[src/design/dmcb_pkg.sv]
// Shared constants and types for the channel B transfer control block.
package dmcb_pkg;

    // Bus and datapath widths.
    localparam int PADDR_W = 24;
    localparam int ADDR_W = 24;
    localparam int COUNT_W = 16;

    // Register indices; the byte address is four times the index.
    localparam logic [21:0] IDX_PERIPH_ADDR = 22'h0fff2e;
    localparam logic [21:0] IDX_CTRL = 22'h0fff2f;
    localparam logic [21:0] IDX_COUNT = 22'h0fff2c;
    localparam logic [21:0] IDX_MEM_ADDR = 22'h0fff28;
    localparam logic [21:0] IDX_CONFIG = 22'h0fff30;
    localparam logic [21:0] IDX_STATUS = 22'h0fff31;

    // Control register fields.
    localparam int CTRL_EN_BIT = 7;
    localparam int CTRL_DIR_BIT = 5;
    localparam int CTRL_STEP_EN_BIT = 4;
    localparam int CTRL_MODE_SEL_BIT = 3;
    localparam int CTRL_SEL_MSB = 2;
    localparam logic [7:0] CTRL_RESET = 8'h00;

    // Configuration register fields.
    localparam int CFG_SIZE_BIT = 0;
    localparam int CFG_BLOCK_BIT = 1;
    localparam logic [1:0] CFG_RESET = 2'h0;

    // Reset values of the remaining registers.
    localparam logic [7:0] PERIPH_ADDR_RESET = 8'h00;
    localparam logic [COUNT_W-1:0] COUNT_RESET = 16'h0000;
    localparam logic [ADDR_W-1:0] MEM_ADDR_RESET = 24'h000000;

    // Address steps for byte and word transfers.
    localparam logic [ADDR_W-1:0] STEP_BYTE = 24'h000001;
    localparam logic [ADDR_W-1:0] STEP_WORD = 24'h000002;

    // Activation source codes.
    typedef enum logic [2:0]
    {
        ACT_TMR0 = 3'b000,
        ACT_TMR1 = 3'b001,
        ACT_TMR2 = 3'b010,
        ACT_ADC = 3'b011,
        ACT_NONE4 = 3'b100,
        ACT_NONE5 = 3'b101,
        ACT_EXT_EDGE = 3'b110,
        ACT_EXT_LOW = 3'b111
    } dmcb_act_t;

    // Channel sequencer states.
    typedef enum logic [0:0]
    {
        ST_IDLE = 1'b0,
        ST_REQ = 1'b1
    } dmcb_state_t;

endpackage : dmcb_pkg

[src/design/dmcb_trig_sel.sv]
// Activation source selection and external request edge detection.
`timescale 1ns/1ns
module dmcb_trig_sel
    import dmcb_pkg::*;
(
    input wire logic clk_in,
    input wire logic rst_n_in,
    input wire logic enable_in,
    input wire logic block_in,
    input wire dmcb_pkg::dmcb_act_t sel_in,
    input wire logic tmr0_in,
    input wire logic tmr1_in,
    input wire logic tmr2_in,
    input wire logic adc_end_in,
    input wire logic ext_req_n_in,
    output logic evt_out,
    output logic lvl_out,
    output logic auto_out,
    output logic burst_out
);

    logic evt_nxt;
    logic ext_prev_r;

    ////////////////////////////////////////////////////////////////////////////
    // Only the source named by the code and the mode may raise a request; all
    // other sources are dropped here, so nothing downstream can see them.
    always_comb
    begin
        evt_nxt = 1'b0;
        lvl_out = 1'b0;
        auto_out = 1'b0;
        burst_out = 1'b0;
        case (sel_in)
            ACT_TMR0:
            begin
                auto_out = block_in;
                burst_out = block_in;
                evt_nxt = !block_in && tmr0_in;
            end
            ACT_TMR1: evt_nxt = !block_in && tmr1_in;
            ACT_TMR2:
            begin
                auto_out = block_in;
                evt_nxt = !block_in && tmr2_in;
            end
            ACT_ADC: evt_nxt = !block_in && adc_end_in;
            ACT_EXT_EDGE: evt_nxt = ext_prev_r && !ext_req_n_in;
            ACT_EXT_LOW: lvl_out = !block_in && !ext_req_n_in;
            default: evt_nxt = 1'b0;
        endcase
        lvl_out = lvl_out || auto_out;
        if (!enable_in)
        begin
            evt_nxt = 1'b0;
            lvl_out = 1'b0;
        end
    end

    // The previous pin level starts high, so a pin already low at reset counts as a falling edge.
    always_ff @(posedge clk_in or negedge rst_n_in)
    begin
        if (!rst_n_in)
        begin
            ext_prev_r <= 1'b1;
            evt_out <= 1'b0;
        end
        else
        begin
            ext_prev_r <= ext_req_n_in;
            evt_out <= evt_nxt;
        end
    end

endmodule : dmcb_trig_sel

[src/design/dmcb_addr_step.sv]
// Memory address register B with its per-transfer step logic.
`timescale 1ns/1ns
module dmcb_addr_step
    import dmcb_pkg::*;
#(
    parameter int AW = dmcb_pkg::ADDR_W
)
(
    input wire logic clk_in,
    input wire logic rst_n_in,
    input wire logic load_in,
    input wire logic [AW-1:0] load_data_in,
    input wire logic step_in,
    input wire logic step_en_in,
    input wire logic dir_in,
    input wire logic word_in,
    output logic [AW-1:0] addr_out
);

    logic [AW-1:0] step_amt;

    // A word step needs at least two address bits to mean anything.
    if (AW < 2)
    begin : g_bad_width
        $error("dmcb_addr_step: address width below 2");
    end

    ////////////////////////////////////////////////////////////////////////////
    // Step size follows the transfer size.
    assign step_amt = word_in ? STEP_WORD[AW-1:0] : STEP_BYTE[AW-1:0];

    // A software load wins over a step landing in the same cycle.
    always_ff @(posedge clk_in or negedge rst_n_in)
    begin
        if (!rst_n_in)
        begin
            addr_out <= MEM_ADDR_RESET[AW-1:0];
        end
        else if (load_in)
        begin
            addr_out <= load_data_in;
        end
        else if (step_in && step_en_in)
        begin
            addr_out <= dir_in ? addr_out - step_amt : addr_out + step_amt;
        end
    end

endmodule : dmcb_addr_step

[src/design/dmcb_chan_ctrl.sv]
// Channel B transfer control: registers, activation and transfer sequencing.
//
// What this block does
// No transfer starts while the master enable bit is clear.
// Code 0 takes timer 0 match in normal mode, auto burst in block mode.
// Code 1 takes timer 1 match in normal mode, nothing in block mode.
// Code 2 takes timer 2 match in normal mode, auto cycle-steal in block.
// Code 3 takes converter end in normal mode, nothing in block mode.
// Codes 4 and 5 select no source in either mode.
// Code 6 starts a transfer on a falling edge of the external request.
// Code 7 requests while the external request is low, normal mode only.
// Mode-select bit 0 makes destination the block area, 1 makes source.
// Bit 5 is destination step direction, bit 4 destination step enable.
// Address holds, or rises or falls by 1 or 2 after each transfer.
// Requests from unselected sources are ignored; unavailable codes stay idle.
//
// Design decision made here: the APB register port.
`timescale 1ns/1ns
module dmcb_chan_ctrl
    import dmcb_pkg::*;
(
    input wire logic CLOCK_IN,
    input wire logic ARST_N_IN,
    input wire logic PSEL_IN,
    input wire logic PENABLE_IN,
    input wire logic PWRITE_IN,
    input wire logic [dmcb_pkg::PADDR_W-1:0] PADDR_IN,
    input wire logic [31:0] PWDATA_IN,
    output logic [31:0] PRDATA_OUT,
    output logic PREADY_OUT,
    output logic PSLVERR_OUT,
    input wire logic TMR0_MATCH_IN,
    input wire logic TMR1_MATCH_IN,
    input wire logic TMR2_MATCH_IN,
    input wire logic ADC_END_IN,
    input wire logic EXT_REQ_N_IN,
    input wire logic XFER_DONE_IN,
    output logic XFER_REQ_OUT,
    output logic XFER_WORD_OUT,
    output logic BLOCK_SRC_OUT,
    output logic [7:0] PERIPH_ADDR_OUT,
    output logic [dmcb_pkg::ADDR_W-1:0] MEM_ADDR_OUT
);

    logic rst_meta_r;
    logic rst_n;
    logic [7:0] ctrl_r;
    logic [1:0] cfg_r;
    logic [COUNT_W-1:0] count_r;
    logic pend_r;
    dmcb_state_t state_r;
    dmcb_state_t state_nxt;
    logic [21:0] idx;
    logic setup;
    logic wr_acc;
    logic hit;
    logic [31:0] rdata_nxt;
    logic evt;
    logic lvl;
    logic auto_sel;
    logic burst;
    logic lvl_ok;
    logic done;
    logic ctrl_en;
    logic blk;
    dmcb_act_t sel;

    ////////////////////////////////////////////////////////////////////////////
    // Reset release goes through two flops so every flop leaves reset together.
    always_ff @(posedge CLOCK_IN or negedge ARST_N_IN)
    begin
        if (!ARST_N_IN)
        begin
            rst_meta_r <= 1'b0;
            rst_n <= 1'b0;
        end
        else
        begin
            rst_meta_r <= 1'b1;
            rst_n <= rst_meta_r;
        end
    end

    ////////////////////////////////////////////////////////////////////////////
    // Bus decode; the address is stable from setup through access.
    assign idx = PADDR_IN[23:2];
    assign setup = PSEL_IN && !PENABLE_IN;
    assign wr_acc = PSEL_IN && PENABLE_IN && PWRITE_IN && PREADY_OUT;
    assign ctrl_en = ctrl_r[CTRL_EN_BIT];
    assign blk = cfg_r[CFG_BLOCK_BIT];
    assign sel = dmcb_act_t'(ctrl_r[CTRL_SEL_MSB:0]);
    assign done = (state_r == ST_REQ) && XFER_DONE_IN;

    // Read mux; unmapped indices read zero and flag an error.
    always_comb
    begin
        hit = 1'b1;
        rdata_nxt = 32'h00000000;
        case (idx)
            IDX_PERIPH_ADDR: rdata_nxt = {24'h000000, PERIPH_ADDR_OUT};
            IDX_CTRL: rdata_nxt = {24'h000000, ctrl_r};
            IDX_COUNT: rdata_nxt = {16'h0000, count_r};
            IDX_MEM_ADDR: rdata_nxt = {8'h00, MEM_ADDR_OUT};
            IDX_CONFIG: rdata_nxt = {30'h00000000, cfg_r};
            IDX_STATUS: rdata_nxt = {29'h00000000, count_r == '0, pend_r, XFER_REQ_OUT};
            default: hit = 1'b0;
        endcase
    end

    // Zero wait states: ready rises for exactly the access cycle, which keeps
    // every bus output on a flop at the cost of no back-to-back shortcut.
    always_ff @(posedge CLOCK_IN or negedge rst_n)
    begin
        if (!rst_n)
        begin
            PREADY_OUT <= 1'b0;
            PSLVERR_OUT <= 1'b0;
            PRDATA_OUT <= 32'h00000000;
        end
        else
        begin
            PREADY_OUT <= setup;
            PSLVERR_OUT <= setup && !hit;
            if (setup && !PWRITE_IN)
            begin
                PRDATA_OUT <= rdata_nxt;
            end
        end
    end

    ////////////////////////////////////////////////////////////////////////////
    // Software registers.
    always_ff @(posedge CLOCK_IN or negedge rst_n)
    begin
        if (!rst_n)
        begin
            ctrl_r <= CTRL_RESET;
            cfg_r <= CFG_RESET;
            PERIPH_ADDR_OUT <= PERIPH_ADDR_RESET;
        end
        else if (wr_acc)
        begin
            if (idx == IDX_CTRL)
            begin
                ctrl_r <= PWDATA_IN[7:0];
            end
            if (idx == IDX_CONFIG)
            begin
                cfg_r <= PWDATA_IN[1:0];
            end
            if (idx == IDX_PERIPH_ADDR)
            begin
                PERIPH_ADDR_OUT <= PWDATA_IN[7:0];
            end
        end
    end

    // The count falls once per finished transfer and holds at zero; a software write wins.
    always_ff @(posedge CLOCK_IN or negedge rst_n)
    begin
        if (!rst_n)
        begin
            count_r <= COUNT_RESET;
        end
        else if (wr_acc && idx == IDX_COUNT)
        begin
            count_r <= PWDATA_IN[COUNT_W-1:0];
        end
        else if (done && count_r != '0)
        begin
            count_r <= count_r - 16'h0001;
        end
    end

    ////////////////////////////////////////////////////////////////////////////
    // Source selection lives in its own module.
    dmcb_trig_sel u_trig
    (
        .clk_in(CLOCK_IN),
        .rst_n_in(rst_n),
        .enable_in(ctrl_en),
        .block_in(blk),
        .sel_in(sel),
        .tmr0_in(TMR0_MATCH_IN),
        .tmr1_in(TMR1_MATCH_IN),
        .tmr2_in(TMR2_MATCH_IN),
        .adc_end_in(ADC_END_IN),
        .ext_req_n_in(EXT_REQ_N_IN),
        .evt_out(evt),
        .lvl_out(lvl),
        .auto_out(auto_sel),
        .burst_out(burst)
    );

    // Auto-request stops when the block counter runs out.
    assign lvl_ok = lvl && (!auto_sel || count_r != '0);

    // An event landing while one waits is kept; set wins over the clear.
    always_ff @(posedge CLOCK_IN or negedge rst_n)
    begin
        if (!rst_n)
        begin
            pend_r <= 1'b0;
        end
        else if (evt)
        begin
            pend_r <= 1'b1;
        end
        else if (state_r == ST_IDLE && state_nxt == ST_REQ || !ctrl_en)
        begin
            pend_r <= 1'b0;
        end
    end

    ////////////////////////////////////////////////////////////////////////////
    // Sequencer: burst stays in request; cycle-steal drops to idle in between.
    always_comb
    begin
        state_nxt = state_r;
        case (state_r)
            ST_IDLE:
            begin
                if (ctrl_en && (pend_r || lvl_ok))
                begin
                    state_nxt = ST_REQ;
                end
            end
            ST_REQ:
            begin
                if (XFER_DONE_IN)
                begin
                    state_nxt = (burst && ctrl_en && count_r > 16'h0001) ? ST_REQ : ST_IDLE;
                end
            end
            default: state_nxt = ST_IDLE;
        endcase
    end

    always_ff @(posedge CLOCK_IN or negedge rst_n)
    begin
        if (!rst_n)
        begin
            state_r <= ST_IDLE;
            XFER_REQ_OUT <= 1'b0;
            XFER_WORD_OUT <= 1'b0;
            BLOCK_SRC_OUT <= 1'b0;
        end
        else
        begin
            state_r <= state_nxt;
            XFER_REQ_OUT <= state_nxt == ST_REQ;
            XFER_WORD_OUT <= cfg_r[CFG_SIZE_BIT];
            BLOCK_SRC_OUT <= blk && ctrl_r[CTRL_MODE_SEL_BIT];
        end
    end

    ////////////////////////////////////////////////////////////////////////////
    // Destination address stepping.
    dmcb_addr_step #(.AW(ADDR_W)) u_addr
    (
        .clk_in(CLOCK_IN),
        .rst_n_in(rst_n),
        .load_in(wr_acc && idx == IDX_MEM_ADDR),
        .load_data_in(PWDATA_IN[ADDR_W-1:0]),
        .step_in(done),
        .step_en_in(ctrl_r[CTRL_STEP_EN_BIT]),
        .dir_in(ctrl_r[CTRL_DIR_BIT]),
        .word_in(cfg_r[CFG_SIZE_BIT]),
        .addr_out(MEM_ADDR_OUT)
    );
endmodule : dmcb_chan_ctrl

[config.mk]
export PLATFORM = sky130hd
export DESIGN_NAME = dmcb_chan_ctrl
export DESIGN_NICKNAME = d
export VERILOG_FILES = /design/src/design/dmcb_pkg.sv /design/src/design/dmcb_trig_sel.sv /design/src/design/dmcb_addr_step.sv /design/src/design/dmcb_chan_ctrl.sv
export SDC_FILE = /design/constraint.sdc
export NUM_CORES = 1
export LEC_CHECK = 0
export ABC_AREA = 1
export BUFFER_PORTS_ARGS = -buffer_cell sky130_fd_sc_hd__buf_4
export CAP_MARGIN = 20
export CORE_UTILIZATION = 53
export CTS_BUF_LIST = sky130_fd_sc_hd__clkbuf_2
export CTS_CLUSTER_SIZE = 25
export DETAILED_ROUTE_END_ITERATION = 16
export PLACE_DENSITY = 0.9
export SETUP_SLACK_MARGIN = 0.05
export SLEW_MARGIN = 15
export SYNTH_ARGS = -nofsm -noshare
export SYNTH_HDL_FRONTEND = slang
export SYNTH_SLANG_ARGS = --single-unit
[constraint.sdc]
create_clock -name CLOCK_IN -period 2.7 [get_ports CLOCK_IN]
set_input_delay 0.27 -clock CLOCK_IN [delete_from_list [all_inputs] [get_ports CLOCK_IN]]
set_output_delay 0.27 -clock CLOCK_IN [all_outputs]
set_load 0.1 [all_outputs]
# Word level (Yosys, flattened, before mapping)
# Index checks and enable logic that the tools add are counted.
# word_totals
word_cells,97
out_inout_bits,69
register_bits,100
in_bits,67
# classes
reduce_logical,45
n_addsub,3
muxes,20
magnitude_cmp,1
bitwise_logic,1
n_eq_ne,11
# ops
cell,n
$pmux W24 S6,1
$eq A22 B20 Y1 const B,6
$mux W24,3
$mux W16,2
$add A24 B24 Y24,1
$sub A24 B24 Y24,1
$logic_and A1 B1 Y1,23
$gt A16 B1 Y1 const B,1
$logic_not A16 Y1,1
$reduce_bool A16 Y1,1
$sub A16 B1 Y16 const B,1
$mux W1,11
$logic_not A1 Y1,7
$eq A3 B2 Y1 const B,2
$eq A3 B3 Y1 const B,2
$reduce_and A2 Y1,3
$reduce_bool A2 Y1,3
$reduce_or A6 Y1,1
$pmux W1 S5,1
$logic_or A1 B1 Y1,4
$eq A3 B1 Y1 const B,1
$logic_not A3 Y1,1
$mux W2,1
$pmux W1 S2,1
other kinds (2),2

# Logic depth before layout (Yosys ltp)
# logic_depth
word_depth,14
ltp_mapped,14

# Hierarchy
# A second synthesis with hierarchy kept.
# unflattened
cells_unflattened,1016
area_unflattened_um2,6800.3
# modules_own_cells
mod,seq_area_each_um2,instances,cells_per_inst,area_per_inst_um2
dmcb_chan_ctrl,1651.6,1,517,3833.7
dmcb_addr_step,600.6,1,476,2815.2
dmcb_trig_sel,51.3,1,23,151.4

# Worst setup path after synthesis
# OpenSTA, ideal clock, no wires.
# synth_timing
kind,register to register
from,register u_addr.addr_out[0]
to,register u_addr.addr_out[16]
t_required_ps,2576
stages_incl_launch_ff,14
synth_period_minus_slack_ps,2491
setup_slack_ps,209
arrival_ps,2367
path_cell_list,dfrtp_1 -> inv_1 -> ha_1 -> inv_1 -> fa_1 -> nand2_1 -> nand3_1 -> nand2_1 -> o21ai_0 -> nand2_1 -> nand2_1 -> nand2_1 -> nand3_1 -> nand2_1
# synth_between
elab_chain_len,4
word_cells_on_any_way,5
cone_classes,2 x add/sub; 3 x mux
# synth_rtl
element,line,text
start: declaration,dmcb_addr_step.sv:17,output logic [AW-1:0] addr_out
start signal: assignment,dmcb_addr_step.sv:37,addr_out <= MEM_ADDR_RESET[AW-1:0];
start signal: assignment,dmcb_addr_step.sv:41,addr_out <= load_data_in;
start signal: assignment,dmcb_addr_step.sv:45,addr_out <= dir_in ? addr_out - step_amt : addr_out + step_amt;
$add A24 B24 Y24 / $sub A24 B24 Y24 (equally long branches),dmcb_addr_step.sv:45,
$mux W24 (*),dmcb_addr_step.sv:45,
$mux W24 (*),dmcb_addr_step.sv:43,else if (step_in && step_en_in)
$mux W24 (*),dmcb_addr_step.sv:39,else if (load_in)
# Every way passes the cells marked *; elsewhere a longest branch is shown, timed or not. The select of a mux whose other input is x is not followed.
# A chain may end at the register's enable or synchronous reset.

# Final worst setup path
# layout_timing
from,register ctrl_r[5]
to,register u_addr.addr_out[17]
# layout_between
elab_chain_len,3
# layout_rtl
element,line,text
start: declaration,dmcb_chan_ctrl.sv:47,logic [7:0] ctrl_r;
start signal: assignment,dmcb_chan_ctrl.sv:145,ctrl_r <= PWDATA_IN[7:0];
$mux W24,dmcb_addr_step.sv:45,
$mux W24,dmcb_addr_step.sv:43,
$mux W24,dmcb_addr_step.sv:39,
# No other way between the ends. The select of a mux whose other input is x is not followed.

==> reports/results.txt <==
CTS tree -> built
Drc violations -> 0
Vias in the first global route -> 6,904
End of the worst register-to-register path -> u_addr.addr_out[17]
Leakage power -> 4.750 nW
Flop-to-flop setup slack -> 0.37 ns
Root Buffer Master -> clkbuf_2
Worst path arrival time -> 2.85 ns
Data required time of the worst path -> 3.23 ns
DR vias -> 7,479
DRT Pass-1 Iters -> 6
Yosys reg bits -> 92
Worst-path maximum fanout -> 14
WL/cell -> 15.25 µm
Die W -> 117.7 µm
Layout cell share with drive strength beyond 1 -> 17.13%
Routability Congestion -> 0.9730
Seq/Total Area, Yosys -> 32.48%
Post-Syn Instances -> 1,046
CP startpoint -> ctrl_r[5]
Final Max Slew Viols -> 0
Clock sink count -> 92
Status -> finished clean
Final worst-path cycle share -> 86.12%
Final hold vios -> 0
VDD IR-drop max -> 0.0002162 V
Post-Route Skew -> 0.05222 ns
Hold Buf Count CTS -> 31
Cell Area, Synth -> 7092 µm²
Reg2reg path depth -> 10
RSZ-0062 raised after global routing -> false
Warning count from the yosys run -> 0
Rows -> 41
Die area -> 13,850 µm²
Synthesis-to-layout area growth -> 19.42%
Detail Placement HPWL -> 15.73 mm
Fin crit period -> 2.325 ns
Initial antenna violation count -> 1
Setup TNS -> 0 ns
Crit start category -> register
Gr usage total -> 30.96%
Largest net degree at the start of global routing -> 47
Final wirelength -> 20.81 mm
PwrDens -> 296.1 nW/µm²
Worst setup path end -> u_addr.addr_out[17]
Num ports -> 136
Critical path class -> register to register
Layout net count -> 1,280
GRT overflow -> 0
Max-cap violations -> 0
Final WS setup -> 0.3747 ns
Fmax achieved -> 430.1 MHz
Die height -> 117.7 µm
First DRT Iteration DRCs -> 795
Post-CTS Setup Bufs -> 0
Slew @ Worst Pin -> 0.6518 ns
Clock-pin slew on the worst setup and hold paths -> 0.27 ns
Relative slew slack -> 56.50%
Core Area -> 12,820 µm²
IO Port Bufs -> 117
CTS Buf Count -> 9
Initial core utilization -> 55.30%
Setup crit end kind -> register
Vias/cell -> 5.483
Post-CTS sizing -> 0
Worst min path class -> input pin to register
Final setup violation count -> 0
DP Worst Slack -> 0.4279 ns
First-pass GRT wire length -> 34.04 mm
Mean Syn Cell Area -> 6.780 µm²
Library cells used by synthesis -> 42
Routed Antenna Nets -> 0
CTS H-Tree Depth -> 3
Worst-Skew Late Latency -> 0.65 ns
FF-to-FF Start -> ctrl_r[5]
Buffer depth of the longest clock path -> 2
## cells in the mapped netlist (all sizes together)
library cell / instances / share of area, %
nand4: 19 / 2.0
dfstp: 1 / 0.37
o211ai: 14 / 2.1
nor3: 11 / 0.85
clkbuf: 4 / 0.21
conb: 2 / 0.11
ha: 25 / 4.4
a31oi: 2 / 0.18
xnor2: 2 / 0.25
inv: 150 / 8.0
nand3b: 7 / 0.74
a21oi: 22 / 1.6
a41oi: 1 / 0.12
nor2: 100 / 6.6
a31o: 1 / 0.12
and2: 2 / 0.18
or2: 5 / 0.44
o21ai: 47 / 3.3
nand3: 139 / 11
dfrtp: 91 / 32
buf: 28 / 3.5
fa: 1 / 0.28
nand2: 355 / 19
xor2: 17 / 2.1
## cells in the final DEF (no fill, tap or decap), types with 8 or more instances in the layout
master         Yosys  layout
xor2_1            17      17
o211ai_2           9       9
nor2_1            84      84
a21oi_1           22      22
nand3_2           10      10
nor3_1            10      10
o21ai_0           27      27
conb_1             2       9
inv_1            142     142
nor2_4             8       8
nand2_1          345     345
dfrtp_1           91      90
nand3_1          126     126
o21ai_1           20      20
clkbuf_2           0      10
dlygate4sd3_1      0      31
buf_4             12     122
ha_1              25      25
nand4_1           17      17
## flip-flops by register name (all words and copies together), names as in the netlist, 2 cells and up
signal / count
ctrl_r: 8
cfg_r: 2
PRDATA_OUT: 24
PERIPH_ADDR_OUT: 8
count_r: 16
u_addr.addr_out: 24
## power by group
group,switching [mW],internal (mW),leakage [nW],total [mW]
clock,0.522,0.302,0.0794,0.824
combinational,0.175,0.105,3.40,0.280
sequential,0.0153,1.39,1.27,1.40
total,0.712,1.80,4.75,2.51
## area by class of cell
class,count,area [µm²]
Inverter,150,565.5
Sequential cell,92,2307
Tap cell,172,215.2
Timing Repair Buffer,155,1266
Antenna cell,1,2.502
Fill cell,1147,4355
Clock inverter,5,77.57
Clock buffer,10,50.05
Multi-Input combinational cell,779,3985
## worst max-delay path: stages (launching register included)
cell and delay [ns]:
dfrtp_1 0.78, buf_12 0.22, ha_1 0.29, nand2_1 0.16
inv_1 0.06, a21oi_1 0.20, nor2_1 0.07, nor2_1 0.20
nand3_1 0.11, nand3_1 0.09, nand2_1 0.05
## through the flow
step	cells	instance area, µm²	hold slack, ns	utilization [%]	total power, mW
after global routing	1364	8469	0.004829	66.04	2.584
after floorplan	1053	7119	-0.02559	-	1.572
after detailed placement	1317	8029	0.05339	62.60	1.669
after CTS	1363	8467	0.01094	66.02	2.503
final	1364	8469	0.01528	66.04	2.508
after global placement	1317	8029	0.05345	62.60	1.665
## cell families (layout without fill, tap and decap cells)
group / count (synthesis) / count (layout) / share of synthesized area [%]
flip-flops: 92 / 92 / 32.48
other: 2 / 10 / 0.1059
buffers and inverters: 182 / 320 / 11.70
AO/OA/AOI/OAI: 87 / 87 / 7.410
AND/OR/NAND/NOR: 638 / 638 / 41.27
XOR/XNOR: 19 / 19 / 2.347
adder cells (fa/ha/maj): 26 / 26 / 4.693
## how the worst min path moves through the flow
stage | start | cells past startpoint | end
after global placement | ARST_N_IN | 1 | rst_meta_r
after floorplan | ARST_N_IN | 0 | rst_meta_r
after global routing | PADDR_IN[3] | 5 | PRDATA_OUT[0]
final | PADDR_IN[3] | 5 | PRDATA_OUT[0]
after detailed placement | ARST_N_IN | 1 | rst_meta_r
after CTS | PADDR_IN[3] | 5 | PRDATA_OUT[0]
## layer usage
layer	global-route usage, %	up-vias	wire [µm]	share of wire [%]
met1	43.06	3429	8968	43
li1	-	3592	-	-
met2	47.13	395	9022	43
met5	0	-	0	0
met3	7.316	63	2204	11
met4	10.50	0	610	2.9
No activity file was read; power rests on OpenSTA's default activity.
